`src/counter_pkg.sv`:
```
/*
 * Shared constants of the gated pulse train counter.
 * Assumes a 40 MHz pclk and 32-bit APB data.
 */
package counter_pkg;
	localparam int          CLK_HZ   = 40_000_000;
	localparam int          TB_HZ    = 10_000_000;
	localparam int          TB_DIV   = CLK_HZ / TB_HZ;
	localparam logic [31:0] TB_INT   = 32'h0098_9680;
	localparam int          MIN_PER  = 3;

	localparam logic [7:0]  OFS_CTRL = 8'h00;
	localparam logic [7:0]  OFS_TB   = 8'h04;
	localparam logic [7:0]  OFS_PH1  = 8'h08;
	localparam logic [7:0]  OFS_PH2  = 8'h0C;
	localparam logic [7:0]  OFS_DIV  = 8'h10;
	localparam logic [7:0]  OFS_STAT = 8'h14;

	localparam int          CTRL_RUN = 0;
	localparam int          CTRL_DIV = 1;
	localparam int          CTRL_GM  = 2;
	localparam int          CTRL_POL = 5;
	localparam int          CTRL_W   = 6;

	localparam logic [2:0]  GM_SOFT  = 3'h0;
	localparam logic [2:0]  GM_HIGH  = 3'h1;
	localparam logic [2:0]  GM_LOW   = 3'h2;
	localparam logic [2:0]  GM_RISE  = 3'h3;
	localparam logic [2:0]  GM_FALL  = 3'h4;

	localparam logic [CTRL_W-1:0] CTRL_RST = 6'h00;
	localparam logic [31:0] TB_RST   = 32'h0000_0000;
	localparam logic [31:0] PH_RST   = 32'h0000_0005;
	localparam logic [31:0] DIV_RST  = 32'h0000_0002;
endpackage : counter_pkg

```
`src/pin_if.sv`:
```
/*
 * Conditioned pin events and timebase tick, from the
 * input conditioner to the counter top.
 * Assumes one pclk domain on both sides.
 */
`timescale 1ns/1ps
interface pin_if;
	logic tb_tick;
	logic src_rise;
	logic gate_lvl;
	logic gate_rise;
	logic gate_fall;
	modport drive (output tb_tick, src_rise, gate_lvl,
		gate_rise, gate_fall);
	modport use_side (input tb_tick, src_rise, gate_lvl,
		gate_rise, gate_fall);
endinterface : pin_if

```
`src/gated_pulse_train_counter.sv`:
```
/*
 * Gated pulse train counter with APB registers: continuous
 * two-phase pulse train or frequency divider, gated by an
 * external pin, counting a 10 MHz timebase or a source pin.
 * Assumes an APB master on pclk and TTL level pins.
 */
// Chosen here: register access over APB and the address map.
`timescale 1ns/1ps

// Function
// - Gate setting 0 ignores gate; counting starts at software start.
// - Setting 1 counts while gate high, setting 2 while gate low.
// - Setting 3 starts on gate rising edge, setting 4 on falling.
// - Edge gate settings give one complete pulse per qualifying edge; further edges while one is already queued are dropped.
// - Polarity 0: output low in phase one, high in phase two.
// - Polarity 1: output high in phase one, low in phase two.
// - Duty is phase two over period; default is one half.
// - Period at least three ticks; duty 0 or 1 gets nearest split.
// - Pulse train timebase 0 or 10000000 picks internal 10 MHz, else source pin.
// - Divider output frequency is input frequency over divisor; divisor 0 or 1 divides by two.
// - Divider timebase at or below zero counts source pin edges.
module gated_pulse_train_counter (
	input  wire logic        pclk,        // 40 MHz clock
	input  wire logic        presetn,     // async reset, low
	input  wire logic        psel,        // APB select
	input  wire logic        penable,     // APB enable
	input  wire logic        pwrite,      // APB write
	input  wire logic [7:0]  paddr,       // APB byte address
	input  wire logic [31:0] pwdata,      // APB write data
	output logic      [31:0] prdata,      // APB read data
	output logic             pready,      // APB ready
	output logic             pslverr,     // APB error
	input  wire logic        counter_gate_input,   // gate pin
	input  wire logic        counter_source_input, // source pin
	output logic             counter_pulse_output, // pulse train
	output logic             divider_output        // divided clock
);
	logic [counter_pkg::CTRL_W-1:0] ctrl_r, ctrl_nxt;
	logic [31:0] tb_r, tb_nxt;
	logic [31:0] ph1_r, ph1_nxt;
	logic [31:0] ph2_r, ph2_nxt;
	logic [31:0] div_r, div_nxt;
	logic [31:0] rd_r, rd_nxt;
	logic        err_r, err_nxt;
	logic        pend_r, pend_nxt;
	logic        pout_r, pout_nxt;
	logic        dout_r, dout_nxt;

	logic        run, div_mode, pol;
	logic [2:0]  gmode;
	logic        edge_mode, edge_hit, hold;
	logic        int_sel, tick;
	logic        phase2, busy, taken, trig;
	logic [31:0] len1, len2, e1, e2;
	logic        wr, setup, known;

	pin_if pins ();

	pin_conditioner u_cond (
		.pclk    (pclk),
		.presetn (presetn),
		.gate_pin(counter_gate_input),
		.src_pin (counter_source_input),
		.pins    (pins.drive)
	);

	assign run      = ctrl_r[counter_pkg::CTRL_RUN];
	assign div_mode = ctrl_r[counter_pkg::CTRL_DIV];
	assign pol      = ctrl_r[counter_pkg::CTRL_POL];
	assign gmode    = ctrl_r[counter_pkg::CTRL_GM +: 3];

	// Timebase selection differs by operation
	always_comb begin
		if (div_mode)
			int_sel = ($signed(tb_r) > 0);
		else
			int_sel = (tb_r == 32'h0000_0000) ||
				(tb_r == counter_pkg::TB_INT);
		tick = int_sel ? pins.tb_tick : pins.src_rise;
	end

	// Gate qualification
	always_comb begin
		edge_mode = 1'b0;
		edge_hit  = 1'b0;
		hold      = 1'b0;
		case (gmode)
			counter_pkg::GM_SOFT: hold = 1'b0;
			counter_pkg::GM_HIGH: hold = ~pins.gate_lvl;
			counter_pkg::GM_LOW:  hold = pins.gate_lvl;
			counter_pkg::GM_RISE: begin
				edge_mode = 1'b1;
				edge_hit  = pins.gate_rise;
			end
			counter_pkg::GM_FALL: begin
				edge_mode = 1'b1;
				edge_hit  = pins.gate_fall;
			end
			default: hold = 1'b0;
		endcase
	end

	// Pending edge: an edge during a pulse queues the next one
	always_comb begin
		pend_nxt = pend_r;
		if (taken)
			pend_nxt = 1'b0;
		if (edge_hit)
			pend_nxt = 1'b1;
		if (!run || !edge_mode)
			pend_nxt = 1'b0;
	end

	assign trig = edge_mode ? pend_r : 1'b1;

	// Effective phase lengths; pulse train period never under the minimum
	always_comb begin
		e1 = (ph1_r == 32'h0) ? 32'h1 : ph1_r;
		e2 = (ph2_r == 32'h0) ? 32'h1 : ph2_r;
		// Sum kept one bit wider so huge lengths cannot wrap
		if ({1'b0, e1} + {1'b0, e2} <
			33'(counter_pkg::MIN_PER)) begin
			if (ph2_r == 32'h0)
				e1 = 32'(counter_pkg::MIN_PER) - e2;
			else
				e2 = 32'(counter_pkg::MIN_PER) - e1;
		end
		if (div_mode) begin
			// Divisor below two cannot form a pulse
			len2 = 32'h1;
			len1 = (div_r < 32'h2) ? 32'h1 : div_r - 32'h1;
		end else begin
			len1 = e1;
			len2 = e2;
		end
	end

	phase_engine #(.W(32)) u_eng (
		.pclk    (pclk),
		.presetn (presetn),
		.tick    (tick),
		.enable  (run),
		.one_shot(edge_mode),
		.trig    (trig),
		.hold    (hold),
		.len1    (len1),
		.len2    (len2),
		.phase2  (phase2),
		.busy    (busy),
		.taken   (taken)
	);

	// Outputs registered; idle shows the phase one level
	always_comb begin
		pout_nxt = pol;
		dout_nxt = 1'b0;
		if (div_mode)
			dout_nxt = phase2;
		else
			pout_nxt = phase2 ^ pol;
	end

	// APB slave: zero wait, data prepared in setup cycle
	assign pready = 1'b1;
	assign setup  = psel & ~penable;
	assign wr     = psel & penable & pwrite;

	always_comb begin
		case (paddr)
			counter_pkg::OFS_CTRL,
			counter_pkg::OFS_TB,
			counter_pkg::OFS_PH1,
			counter_pkg::OFS_PH2,
			counter_pkg::OFS_DIV,
			counter_pkg::OFS_STAT: known = 1'b1;
			default:               known = 1'b0;
		endcase
	end

	always_comb begin
		rd_nxt  = rd_r;
		err_nxt = err_r;
		if (setup) begin
			err_nxt = ~known;
			rd_nxt  = 32'h0;
			if (!pwrite) begin
				case (paddr)
					counter_pkg::OFS_CTRL:
						rd_nxt = 32'(ctrl_r);
					counter_pkg::OFS_TB:  rd_nxt = tb_r;
					counter_pkg::OFS_PH1: rd_nxt = ph1_r;
					counter_pkg::OFS_PH2: rd_nxt = ph2_r;
					counter_pkg::OFS_DIV: rd_nxt = div_r;
					counter_pkg::OFS_STAT:
						rd_nxt = {28'h0, int_sel, pend_r,
							phase2, busy};
					default: rd_nxt = 32'h0;
				endcase
			end
		end
	end

	// Status register is read only
	always_comb begin
		ctrl_nxt = ctrl_r;
		tb_nxt   = tb_r;
		ph1_nxt  = ph1_r;
		ph2_nxt  = ph2_r;
		div_nxt  = div_r;
		if (wr) begin
			case (paddr)
				counter_pkg::OFS_CTRL: ctrl_nxt =
					pwdata[counter_pkg::CTRL_W-1:0];
				counter_pkg::OFS_TB:  tb_nxt  = pwdata;
				counter_pkg::OFS_PH1: ph1_nxt = pwdata;
				counter_pkg::OFS_PH2: ph2_nxt = pwdata;
				counter_pkg::OFS_DIV: div_nxt = pwdata;
				default: ctrl_nxt = ctrl_r;
			endcase
		end
	end

	always_ff @(posedge pclk or negedge presetn) begin
		if (!presetn) begin
			ctrl_r <= counter_pkg::CTRL_RST;
			tb_r   <= counter_pkg::TB_RST;
			ph1_r  <= counter_pkg::PH_RST;
			ph2_r  <= counter_pkg::PH_RST;
			div_r  <= counter_pkg::DIV_RST;
			rd_r   <= 32'h0;
			err_r  <= 1'b0;
			pend_r <= 1'b0;
			pout_r <= 1'b0;
			dout_r <= 1'b0;
		end else begin
			ctrl_r <= ctrl_nxt;
			tb_r   <= tb_nxt;
			ph1_r  <= ph1_nxt;
			ph2_r  <= ph2_nxt;
			div_r  <= div_nxt;
			rd_r   <= rd_nxt;
			err_r  <= err_nxt;
			pend_r <= pend_nxt;
			pout_r <= pout_nxt;
			dout_r <= dout_nxt;
		end
	end

	assign prdata  = rd_r;
	assign pslverr = penable & err_r;
	assign counter_pulse_output = pout_r;
	assign divider_output       = dout_r;
endmodule : gated_pulse_train_counter

```
`src/pin_conditioner.sv`:
```
/*
 * Two-flop synchronisers for gate and source pins, edge
 * detection, and the 10 MHz timebase enable divider.
 * Assumes the pins are asynchronous TTL levels.
 */
`timescale 1ns/1ps
module pin_conditioner (
	input  wire logic pclk,          // 40 MHz clock
	input  wire logic presetn,       // async reset, low
	input  wire logic gate_pin,      // raw gate pin
	input  wire logic src_pin,       // raw source pin
	pin_if.drive      pins           // conditioned events
);
	localparam int DW = $clog2(counter_pkg::TB_DIV);

	logic [1:0]    s1_r, s2_r, s3_r;
	logic [1:0]    s1_nxt, s2_nxt, s3_nxt;
	logic [DW-1:0] div_r, div_nxt;
	logic [1:0]    arm_r, arm_nxt;
	logic          armed;

	genvar i;
	generate
		for (i = 0; i < 2; i++) begin : g_sync
			always_comb begin
				s1_nxt[i] = (i == 0) ? gate_pin : src_pin;
				s2_nxt[i] = s1_r[i];
				s3_nxt[i] = s2_r[i];
			end
		end
	endgenerate

	always_comb begin
		if (div_r == DW'(counter_pkg::TB_DIV - 1))
			div_nxt = '0;
		else
			div_nxt = div_r + DW'(1);
		arm_nxt = armed ? arm_r : arm_r + 2'h1;
	end

	// Edges masked until the third stage holds a real sample;
	// a pin high at reset would otherwise look like an edge
	assign armed = (arm_r == 2'h3);

	always_ff @(posedge pclk or negedge presetn) begin
		if (!presetn) begin
			s1_r  <= 2'h0;
			s2_r  <= 2'h0;
			s3_r  <= 2'h0;
			div_r <= '0;
			arm_r <= 2'h0;
		end else begin
			s1_r  <= s1_nxt;
			s2_r  <= s2_nxt;
			s3_r  <= s3_nxt;
			div_r <= div_nxt;
			arm_r <= arm_nxt;
		end
	end

	assign pins.tb_tick   = (div_r == DW'(counter_pkg::TB_DIV - 1));
	assign pins.gate_lvl  = s2_r[0];
	assign pins.gate_rise = armed & s2_r[0] & ~s3_r[0];
	assign pins.gate_fall = armed & ~s2_r[0] & s3_r[0];
	assign pins.src_rise  = armed & s2_r[1] & ~s3_r[1];
endmodule : pin_conditioner

```
`src/phase_engine.sv`:
```
/*
 * Two-phase down counter: phase one, then phase two,
 * reloading lengths at each phase entry.
 * Assumes lengths of at least one tick.
 */
`timescale 1ns/1ps
module phase_engine #(
	parameter int W = 32
) (
	input  wire logic         pclk,     // 40 MHz clock
	input  wire logic         presetn,  // async reset, low
	input  wire logic         tick,     // count enable pulse
	input  wire logic         enable,   // counter running
	input  wire logic         one_shot, // stop after phase two
	input  wire logic         trig,     // start from idle
	input  wire logic         hold,     // gate pauses counting
	input  wire logic [W-1:0] len1,     // phase one ticks
	input  wire logic [W-1:0] len2,     // phase two ticks
	output logic              phase2,   // in phase two
	output logic              busy,     // pulse in progress
	output logic              taken     // trig accepted
);
	typedef enum logic [1:0] {ST_IDLE, ST_P1, ST_P2} state_type;

	generate
		if (W < 2) begin : g_chk
			$error("phase_engine: W must be at least 2");
		end
	endgenerate

	state_type      st_r, st_nxt;
	logic [W-1:0]   cnt_r, cnt_nxt;
	logic           adv;

	assign adv = tick & ~hold;

	always_comb begin
		st_nxt  = st_r;
		cnt_nxt = cnt_r;
		taken   = 1'b0;
		if (!enable) begin
			st_nxt = ST_IDLE;
		end else begin
			case (st_r)
				ST_IDLE: if (trig) begin
					taken   = 1'b1;
					st_nxt  = ST_P1;
					cnt_nxt = len1;
				end
				ST_P1: if (adv) begin
					if (cnt_r <= W'(1)) begin
						st_nxt  = ST_P2;
						cnt_nxt = len2;
					end else begin
						cnt_nxt = cnt_r - W'(1);
					end
				end
				ST_P2: if (adv) begin
					if (cnt_r > W'(1)) begin
						cnt_nxt = cnt_r - W'(1);
					end else if (one_shot) begin
						st_nxt = ST_IDLE;
					end else begin
						st_nxt  = ST_P1;
						cnt_nxt = len1;
					end
				end
				default: st_nxt = ST_IDLE;
			endcase
		end
	end

	always_ff @(posedge pclk or negedge presetn) begin
		if (!presetn) begin
			st_r  <= ST_IDLE;
			cnt_r <= '0;
		end else begin
			st_r  <= st_nxt;
			cnt_r <= cnt_nxt;
		end
	end

	assign phase2 = (st_r == ST_P2);
	assign busy   = (st_r != ST_IDLE);
endmodule : phase_engine

```
`config.mk`:
```
export PLATFORM = sky130hd
export DESIGN_NAME = gated_pulse_train_counter
export DESIGN_NICKNAME = d
export VERILOG_FILES = /design/src/counter_pkg.sv /design/src/pin_if.sv /design/src/gated_pulse_train_counter.sv /design/src/pin_conditioner.sv /design/src/phase_engine.sv
export SDC_FILE = /design/constraint.sdc
export NUM_CORES = 1
export LEC_CHECK = 0
export BUFFER_PORTS_ARGS = -buffer_cell sky130_fd_sc_hd__clkbuf_2
export CAP_MARGIN = 20
export CORE_MARGIN = 2
export CORE_UTILIZATION = 24
export DETAILED_ROUTE_END_ITERATION = 7
export PLACE_DENSITY = 0.46
export SLEW_MARGIN = 20
export SYNTH_ARGS = -nofsm -noshare
export SYNTH_HDL_FRONTEND = slang
export SYNTH_HIERARCHICAL = 1
export SYNTH_SLANG_ARGS = --single-unit
```
`constraint.sdc`:
```
create_clock -name pclk -period 6.53 [get_ports pclk]
set_clock_uncertainty 0.1 [all_clocks]
set_input_delay 0.653 -clock pclk [delete_from_list [all_inputs] [get_ports pclk]]
set_output_delay 0.653 -clock pclk [all_outputs]
set_load 0.02 [all_outputs]
```
==> results of run 1 <==
## state kept, by name, summed over array words and instances, names as in the netlist, 6 cells and up
register     cells
div_r           32
ph1_r           32
ph2_r           32
prdata          32
tb_r            32
u_eng/cnt_r     32
ctrl_r           6
## critical path: stages, from the launching register on
cell	delay (ns)
dfrtp_1	0.38
or4_4	0.53
or4b_4	0.51
or3_4	0.35
or3_4	0.35
nor3_4	0.19
a21o_1	0.20
ha_4	0.16
fa_1	0.42
a211oi_2	0.25
o311ai_2	0.13
nor4b_2	0.28
nand4_1	0.11
or4_4	0.56
nor4_4	0.14
buf_4	0.15
and4_4	0.27
a31oi_4	0.20
buf_6	0.25
a22o_1	0.27
a211o_1	0.29
a21oi_1	0.14
a21oi_1	0.05
## metrics by stage
stage	setup TNS [ns]	util
detailed placement	-0.7426	0.2692
floorplan	0	-
global placement	0	0.2692
CTS	0	0.2832
global route	-1.081	0.2877
finish	0	0.2877
## layout by cell type, fill, tap and decap left out, drive strengths merged, types with 27 or more instances in the layout
master	Yosys	final
mux2	140	140
nor2	108	108
o21ai	120	120
mux2i	28	28
ha	37	37
buf	43	119
a22o	33	33
a221oi	33	33
nor3	71	71
a21oi	76	76
dfrtp	209	209
nand2	135	135
xor2	34	34
nor4	43	43
nand3	29	29
xnor2	53	53
nand4	27	27
clkbuf	124	115
## power breakdown
part	switching [mW]	internal, mW	total [mW]
logic	0.682	0.452	1.13
registers	0.0662	1.38	1.44
clock network	0.605	0.827	1.43
total	1.35	2.66	4.01
## final timing paths
kind | startpoint | end | slack, ns | depth (start not counted)
min in group asynchronous | presetn | u_eng/cnt_r[11]$_DFFE_PN0P_ | 0.52 | 2
max | ph1_r[10]$_DFFE_PN0P_ | u_eng/cnt_r[27]$_DFFE_PN0P_ | 0.14 | 22
min | counter_gate_input | u_cond/s1_r[0]$_DFF_PN0_ | 0.11 | 1
max reg2reg | ph1_r[10]$_DFFE_PN0P_ | u_eng/cnt_r[27]$_DFFE_PN0P_ | 0.14 | 22
min reg2reg | u_cond/s1_r[0]$_DFF_PN0_ | u_cond/s2_r[0]$_DFF_PN0_ | 0.25 | 0
max in group asynchronous | presetn | div_r[9]$_DFFE_PN0P_ | 4.48 | 4
## metal layers
metal | up-vias | GRT usage | wire length [um]
li1 | 6487 | - | -
met1 | 7198 | 0.2611 | 28250
met2 | 634 | 0.2988 | 28970
met3 | 110 | 0.02521 | 4273
met4 | 0 | 0.06040 | 2195
met5 | - | 0 | 0
## repair_timing
| action | 4_1_cts | 5_1_grt |
|---|---|---|
| pin swaps | 4 | 39 |
| endpoints found under the setup margin | 16 | 32 |
| gates resized for setup | 3 | 45 |
| setup buffers | 2 | 6 |
| hold buffers | 1 | 0 |
| endpoints found under the hold margin | 49 | 0 |
| gates cloned | 1 | 0 |
## cell families after synthesis
| family | share of synthesized area |
|---|---|
| AO/OA/AOI/OAI | 0.2196 |
| XOR/XNOR | 0.05217 |
| adder cells (fa/ha/maj) | 0.03151 |
| buffers and inverters | 0.05298 |
| flip-flops | 0.3498 |
| multiplexers | 0.1214 |
| other | 0.0002447 |
| AND/OR/NAND/NOR | 0.1723 |
## area by class of cell
class | count | area (um2)
clock inverters | 11 | 100.1
fillers | 6765 | 44930
well taps | 846 | 1059
inverters | 27 | 101.3
multi-input cells | 1290 | 9390
clock buffers | 35 | 734.5
flip-flops and latches | 214 | 5361
repair buffers | 200 | 1403
==> out/qor.yml, run 1 <==
grt:
  grtUsageTotal: 0.1874
  grt_start_max_net_pins: 166
  grt_pass1_wl_um: 94970
  antenna_found_initial: 0
  grt_pass1_vias: 13960
  grt_overflow_total: 0
worst_setup_path:
  cp_max_fo: 6
  crit_arrival_ns: 6.73
  crit_type: "register to register"
  end_kind: "register"
  worstSetupStartpointType: "register"
  worstPathRequired_ns: 6.86
power_and_ir_drop:
  ir_drop_v: 0.0002016
  p_leak_nw: 7.971
  finalPower_mw: 4.009
  power_density_nw_per_um2: 220.9
detailed_routing:
  num_vias: 14430
  wire_per_inst_um: 24.28
  ant_nets: 0
  vias_per_cell: 5.501
  dr.pass1.iters: 5
  drc: 0
  wirelength_um: 63680
  drt_iter0_drc: 1426
logic_synthesis:
  synth_enable_flop_cells: 0
  synth.yosys.warnings: 6
  syn_inst: 1697
  ys_seq_area_frac: 0.3498
  yosysUniqueCellTypes: 95
  ys_top_cells_by_area: "dfrtp_1, mux2_2, o21ai_0"
  synth_top_area_frac: 0.3413
  ys.flop_type: "dfrtp_1"
  syn_area_per_cell_um2: 9.031
  synth_top_area_cell: "dfrtp_1"
  async_flop_share: 1.000
  ys_top_cells_by_count: "dfrtp_1, mux2_2, nand2_1"
  syn_area_um2: 15330
  synth_fp_nets: 1782
  yosysMostFrequentCell: "dfrtp_1"
  synth_seq_cells: 214
sta:
  timing.slew.headroom: 0.2190
  rsz0062_at_grt: "true"
  timing.final.crit_share: 0.9790
  fin_ws_ns: 0.1374
  tightest_slew_ns: 1.172
  clock.fmax_mhz: 156.4
  final-hold-violation-count: 0
  final_max_slew_viol_count: 0
  hold_ws_ns: 0.1084
  min_period_ns: 6.393
  setup_viol: 0
placed_design:
  pre_cts_slack_ns: -0.1052
  dpl.cell_count: 2565
  routabilityCongestion: 0.9318
  dp_hpwl_um: 47450
  port_buffers: 81
  dpl_cell_area_um2: 16980
clock_network:
  clkSinkCount: 214
  path_clk_slew_ns: 0.07
  root_buffer: "clkbuf_16"
  clk_latency_ns: 0.56
  cts_max_level: 1
  cts_buffers: 26
  cts_buffer_depth: 3
  cts_tree: "built"
cells_and_area:
  area_delta_synth_final_pct: 18.42
  fin_area_um2: 18150
  layout-drive-gt1-share: 0.2606
  layout.cells.non_filler: 2623
  num_antenna_cells: 0
  nets: 1844
flow_run:
  max_cap_viol_count: 0
floorplan:
  die_area_um2: 65890
  initial_core_util: 0.2430
  pin_count: 83
  dieHeight_um: 256.7
  core_um2: 63080
  die_w_um: 256.7
  num_rows: 92
worst_hold_path:
  min_path_type: "input port to register"
status:
  status: "completed"
Note: power is estimated with default switching activity, not from simulation.
==> run 2, diff against run 1 <==
--- a/config.mk
+++ b/config.mk
@@ -10,9 +10,8 @@
 export CORE_MARGIN = 2
 export CORE_UTILIZATION = 24
 export DETAILED_ROUTE_END_ITERATION = 7
-export PLACE_DENSITY = 0.46
+export PLACE_DENSITY_LB_ADDON = 0.25
 export SLEW_MARGIN = 20
 export SYNTH_ARGS = -nofsm -noshare
 export SYNTH_HDL_FRONTEND = slang
-export SYNTH_HIERARCHICAL = 1
 export SYNTH_SLANG_ARGS = --single-unit
==> constraint.sdc (replaced) <==
create_clock -name pclk -period 6.53 [get_ports pclk]
set_clock_uncertainty 0.1 [all_clocks]
set_input_delay 1.6325 -clock pclk [delete_from_list [all_inputs] [get_ports pclk]]
set_output_delay 1.6325 -clock pclk [all_outputs]
set_load 0.02 [all_outputs]
==> out/qor.yml, run 2 <==
status:
  status: "completed"
worst_setup_path:
  worstPathRequired_ns: 6.85
  worst_path_max_delay_cell: "or4_4"
  worstSetupStartpointType: "register"
  r2r_start: "ph1_r[5]$_DFFE_PN0P_"
  critical_path.top_delay_family: "simple AND/OR/NAND/NOR gates"
  crit_type: "register to register"
  ff2ff_setup_slack_ns: 0.25
  end_kind: "register"
  rr_worst_depth: 26
  crit_arrival_ns: 6.60
  cpPeakStageDelay_ns: 0.54
  path_buf_inv: 7
  r2r-end: "u_eng.cnt_r[7]$_DFFE_PN0P_"
  critPathMostFrequentCell: "buf_4"
  cp_max_fo: 8
sta:
  clock.fmax_mhz: 159.2
  setup_viol: 0
  tightest_slew_ns: 1.182
  final-hold-violation-count: 0
  finalSetupTns_ns: 0
  final_max_slew_viol_count: 0
  rsz0062_at_grt: "false"
  timing.final.crit_share: 0.9616
  timing.slew.headroom: 0.2044
  min_period_ns: 6.279
floorplan:
  initial_core_util: 0.2439
  dieHeight_um: 254.9
  core_um2: 61940
  num_rows: 91
  die_w_um: 254.9
  die_area_um2: 64970
  pin_count: 83
clock_network:
  cts_tree: "built"
  holdBufCountCts: 0
  clk_latency_ns: 0.54
  clkSinkCount: 214
  cts_buffers: 24
  root_buffer: "clkbuf_16"
  cts_max_level: 1
  path_clk_slew_ns: 0.06
  cts_buffer_depth: 3
detailed_routing:
  drt_iter0_drc: 1336
  dr.pass1.iters: 5
  num_vias: 14180
  wire_per_inst_um: 23.96
  drc: 0
  ant_nets: 0
  wirelength_um: 62670
  vias_per_cell: 5.419
worst_hold_path:
  min_path_type: "register to register"
  whs_path_depth: 0
  min_to: "u_cond.s2_r[1]$_DFF_PN0_"
  holdCritStartpoint: "u_cond.s1_r[1]$_DFF_PN0_"
placed_design:
  port_buffers: 81
  dp_hpwl_um: 47610
  routabilityCongestion: 0.9538
logic_synthesis:
  yosysUniqueCellTypes: 93
  syn_inst: 1716
  ys_top_cells_by_area: "dfrtp_1, mux2_2, nand2_1"
  synth_enable_flop_cells: 0
  async_flop_share: 1.000
  syn_area_per_cell_um2: 8.804
  synth_fp_nets: 1801
  yosysMostFrequentCell: "dfrtp_1"
  ys_seq_area_frac: 0.3549
  ys_top_cells_by_count: "dfrtp_1, nand2_1, mux2_2"
  ys.flop_type: "dfrtp_1"
  synth.yosys.warnings: 0
  syn_area_um2: 15110
  synth_top_area_frac: 0.3462
  synth_top_area_cell: "dfrtp_1"
  synth_seq_cells: 214
power_and_ir_drop:
  power_density_nw_per_um2: 192.8
  ir_drop_v: 0.0001692
  p_leak_nw: 7.511
  finalPower_mw: 3.404
grt:
  antenna_found_initial: 4
  grtUsageTotal: 0.1908
  grt_start_max_net_pins: 128
  grt_overflow_total: 0
  grt_pass1_vias: 14020
  grt_pass1_wl_um: 93260
cells_and_area:
  num_antenna_cells: 0
  nets: 1846
  area_delta_synth_final_pct: 16.85
  layout-drive-gt1-share: 0.2327
  utilization: 0.2850
  final_common_cell: "dfrtp_1"
  layout_common_cells: "dfrtp_1, nand2_1, mux2_2"
flow_run:
  max_cap_viol_count: 0
run 2: cell count changes in the layout (fill, tap and decap cells not counted), moves of 9 or more:
cell and delta:
nand2_1 +33, a22o_1 -26, nor2_1 +26, a22oi_1 +22, a31o_1 -14, buf_4 -14
a31oi_1 +13, nor3_1 -13, o21ai_0 +11, xnor2_1 +11, inv_1 +10, o211ai_1 -9
or3_1 +9
run 2: timing repair:
action                                  4_1_cts  5_1_grt
endpoints found under the setup margin       19       32
gates resized for setup                       4       11
buffers inserted                              0        3
pin swaps                                     0        9
run 2: worst reg2reg max path, stage by stage, from the launching register on:
cell,delay (ns)
dfrtp_1,0.39
or4_4,0.54
or4_4,0.50
or4_4,0.53
nor2b_2,0.15
nand4b_1,0.15
nor3_2,0.18
nor2_1,0.08
inv_1,0.11
ha_1,0.20
buf_4,0.13
a221oi_4,0.06
o31ai_4,0.25
a41oi_2,0.17
buf_4,0.18
o31ai_2,0.26
buf_4,0.20
nand4_1,0.14
a2111oi_4,0.34
nand4_1,0.15
buf_4,0.19
nor3_4,0.22
buf_12,0.17
buf_12,0.13
mux2_2,0.33
a221oi_1,0.24
o21ai_1,0.08
run 2: how the worst max path moves through the flow:
stage / startpoint / endpoint / cells after the start
finish: ph1_r[5]$_DFFE_PN0P_ / u_eng.cnt_r[7]$_DFFE_PN0P_ / 26
global route: ph1_r[5]$_DFFE_PN0P_ / u_eng.cnt_r[7]$_DFFE_PN0P_ / 24
CTS: ph1_r[5]$_DFFE_PN0P_ / u_eng.cnt_r[7]$_DFFE_PN0P_ / 23
detailed placement: ph1_r[5]$_DFFE_PN0P_ / u_eng.cnt_r[7]$_DFFE_PN0P_ / 23
global placement: ph1_r[5]$_DFFE_PN0P_ / u_eng.cnt_r[7]$_DFFE_PN0P_ / 23
floorplan: ph1_r[5]$_DFFE_PN0P_ / u_eng.cnt_r[24]$_DFFE_PN0P_ / 24
run 2: area by class of cell:
class | instances | area [um2]
clock inverter | 12 | 132.6
inverter | 36 | 135.1
clock buffer | 32 | 681.9
fill | 6624 | 44290
tap | 837 | 1047
sequential | 214 | 5361
multi-input combinational | 1306 | 9070
timing repair buffer | 179 | 1225
run 2: per-stage QoR:
| stage | cell area [um2] | hold slack (ns) | worst slack [ns] | instances |
|---|---|---|---|---|
| after global routing | 17650 | 0.2635 | 0.001237 | 2616 |
| after global placement | 16720 | 0.2459 | 0.007145 | 2568 |
| after floorplan | 15110 | 0.2312 | 0.07116 | 1716 |
| after CTS | 17550 | 0.2572 | 0.003675 | 2612 |
| final | 17650 | 0.2534 | 0.2505 | 2616 |
| after detailed placement | 16720 | 0.2427 | -0.08108 | 2568 |
run 2: kinds of logic after synthesis:
kind of cell,after synthesis,synth area share
compound gates,445,0.1996
xor+xnor,90,0.05367
fa+ha+maj,41,0.03404
buf+inv,196,0.05367
flops,214,0.3549
mux,163,0.1197
other cells,1,0.0002482
simple gates,566,0.1842
run 2: routing by layer:
layer / GRT usage / wire length (um)
met4: 0.06500 / 2317
met5: 0 / 12
met3: 0.02461 / 4318
met2: 0.3059 / 28270
met1: 0.2643 / 27750
run 2: power breakdown:
group / internal [mW] / switching [mW] / total (mW)
Sequential: 1.37 / 0.0637 / 1.43
Clock: 0.820 / 0.602 / 1.42
Combinational: 0.194 / 0.355 / 0.550
==> run 3, diff against run 2 <==
--- a/config.mk
+++ b/config.mk
@@ -5,12 +5,14 @@
 export SDC_FILE = /design/constraint.sdc
 export NUM_CORES = 1
 export LEC_CHECK = 0
-export BUFFER_PORTS_ARGS = -buffer_cell sky130_fd_sc_hd__clkbuf_2
+export ABC_CLOCK_PERIOD_IN_PS = 6530
 export CAP_MARGIN = 20
 export CORE_MARGIN = 2
 export CORE_UTILIZATION = 24
 export DETAILED_ROUTE_END_ITERATION = 7
+export DONT_BUFFER_PORTS = 1
 export PLACE_DENSITY_LB_ADDON = 0.25
+export REMOVE_ABC_BUFFERS = 1
 export SLEW_MARGIN = 20
 export SYNTH_ARGS = -nofsm -noshare
 export SYNTH_HDL_FRONTEND = slang
==> out/qor.yml, run 3 (synthesis gave the netlist of run 2 again) <==
floorplan:
  dieHeight_um: 254.9
  num_rows: 91
  die_w_um: 254.9
  die_area_um2: 64970
  core_um2: 61940
  initial_core_util: 0.2439
  pin_count: 83
worst_setup_path:
  end_kind: "register"
  path_buf_inv: 4
  crit_type: "register to register"
  cpPeakStageDelay_ns: 0.60
  worst_path_max_delay_cell: "or4_4"
  crit_arrival_ns: 6.72
  cp_max_fo: 6
  critPathMostFrequentCell: "or4_4"
  worstPathRequired_ns: 6.85
  critical_path.top_delay_family: "simple AND/OR/NAND/NOR gates"
  worstSetupStartpointType: "register"
  crit_chain: "or4_4 > or4_4 > or4_4 > nor2b_4 > nand4b_1 > nor3_1 > nor2_1 > inv_1 > ha_4 > fa_1 > a211oi_2 > o21ai_1 > a2111oi_2 > o2111ai_1 > nor3_1 > nand4_1 > or4_4 > nor3_4 > buf_12 > buf_8 > buf_4 > mux2_2 > a21oi_2 > o21ai_1"
power_and_ir_drop:
  cellInternalPower_mw: 2.461
  power_density_nw_per_um2: 199.0
  finalPower_mw: 3.453
  p_seq_frac: 0.414
  p_leak_nw: 7.182
  clockPowerShare: 0.444
  p_sw_mw: 0.9919
  swShare: 0.2873
  ir_drop_v: 0.0001693
  pwr-share-comb: 0.142
placed_design:
  routabilityCongestion: 0.9299
  dp_hpwl_um: 45560
  port_buffers: 0
grt:
  antenna_found_initial: 4
  grt_util_met1: 0.2457
  grt_overflow_total: 0
  met3_usage: 0.03081
  top_usage_layer: "met2"
  gr-usage-met2: 0.3075
  grt_start_max_net_pins: 215
  grt_pass1_vias: 13470
  grt_pass1_wl_um: 91250
  grtUsageTotal: 0.1865
status:
  status: "completed"
sta:
  clock.fmax_mhz: 156.3
  timing.final.crit_share: 0.9798
  min_period_ns: 6.398
  rsz0062_at_grt: "true"
  hold_ws_ns: 0.2484
  final-hold-violation-count: 0
  timing.slew.headroom: 0.2239
  tightest_slew_ns: 1.135
  final_max_slew_viol_count: 0
  setup_viol: 0
clock_network:
  clkSinkCount: 214
  cts_tree: "built"
  root_buffer: "clkbuf_16"
  cts_max_level: 1
  holdBufCountCts: 0
  cts_buffers: 25
  path_clk_slew_ns: 0.06
  clk_latency_ns: 0.56
  cts_buffer_depth: 3
worst_hold_path:
  min_path_type: "register to register"
detailed_routing:
  num_vias: 13760
  dr.pass1.iters: 5
  drt_iter0_drc: 1078
  vias_per_cell: 5.437
  wire_per_inst_um: 24.32
  drc: 0
  ant_nets: 0
  wirelength_um: 61550
cells_and_area:
  area_delta_synth_final_pct: 14.82
  layout_common_cells: "dfrtp_1, nand2_1, mux2_2"
  final_common_cell: "dfrtp_1"
  layout-drive-gt1-share: 0.2032
  nets: 1760
flow_run:
  max_cap_viol_count: 0
[run 3: final cells by class]
class	instances	area, um2
Fill cell	6641	44590
Multi-Input combinational cell	1306	9153
Sequential cell	214	5361
Tap cell	837	1047
Timing Repair Buffer	92	760.7
Clock buffer	34	739.5
Clock inverter	11	147.6
Inverter	36	135.1
Antenna cell	1	2.502
[run 3: timing repair]
action	CTS	global route
pin swaps	0	23
setup endpoints to repair	32	32
gates resized for setup	5	29
buffers inserted	0	4
[run 3: metal layers]
layer	share of wire	vias to the layer above	wire, um
met5	0.00058	-	36
met3	0.058	117	3585
met4	0.039	6	2380
met2	0.47	434	28850
li1	-	6236	-
met1	0.43	6968	26690
[run 3: power by group through the flow]
stage / registers (mW) / logic, mW / clock network (mW)
CTS: 1.43 / 0.479 / 1.57
floorplan: 1.43 / 0.314 / 0
global route: 1.43 / 0.526 / 1.61
global placement: 1.45 / 0.476 / 0
finish: 1.43 / 0.490 / 1.53
detailed placement: 1.45 / 0.476 / 0
[run 3: per-stage QoR]
stage	cells	util	cell area (um2)	TNS (ns)	setup WS, ns
after CTS	2526	0.2774	17180	0	0.01070
after global placement	2480	0.2625	16260	0	0.02723
final	2531	0.2801	17350	0	0.1317
after floorplan	1556	-	14430	-20.25	-0.4534
after global routing	2530	0.2800	17340	-0.5164	-0.07301
after detailed placement	2481	0.2628	16280	-4.100	-0.2307
[run 3: worst register-to-register path: stages (launching register included)]
cell and delay, ns:
dfrtp_1 0.38, or4_4 0.53, or4_4 0.50, or4_4 0.57
nor2b_4 0.14, nand4b_1 0.16, nor3_1 0.20, nor2_1 0.09
inv_1 0.10, ha_4 0.14, fa_1 0.41, a211oi_2 0.27
o21ai_1 0.12, a2111oi_2 0.24, o2111ai_1 0.17, nor3_1 0.23
nand4_1 0.16, or4_4 0.60, nor3_4 0.18, buf_12 0.15
buf_8 0.14, buf_4 0.12, mux2_2 0.33, a21oi_2 0.13
o21ai_1 0.08
[run 3: path summary, 6_finish.rpt]
path | start | end | slack [ns] | cells after the start
max in group asynchronous | presetn | div_r[12]$_DFFE_PN0P_ | 5.22 | 0
max | ph1_r[5]$_DFFE_PN0P_ | u_eng.cnt_r[27]$_DFFE_PN0P_ | 0.13 | 24
min | u_cond.s1_r[1]$_DFF_PN0_ | u_cond.s2_r[1]$_DFF_PN0_ | 0.25 | 0
max reg2reg | ph1_r[5]$_DFFE_PN0P_ | u_eng.cnt_r[27]$_DFFE_PN0P_ | 0.13 | 24
min in group asynchronous | presetn | prdata[23]$_DFFE_PN0P_ | 0.69 | 0
min reg2reg | u_cond.s1_r[1]$_DFF_PN0_ | u_cond.s2_r[1]$_DFF_PN0_ | 0.25 | 0
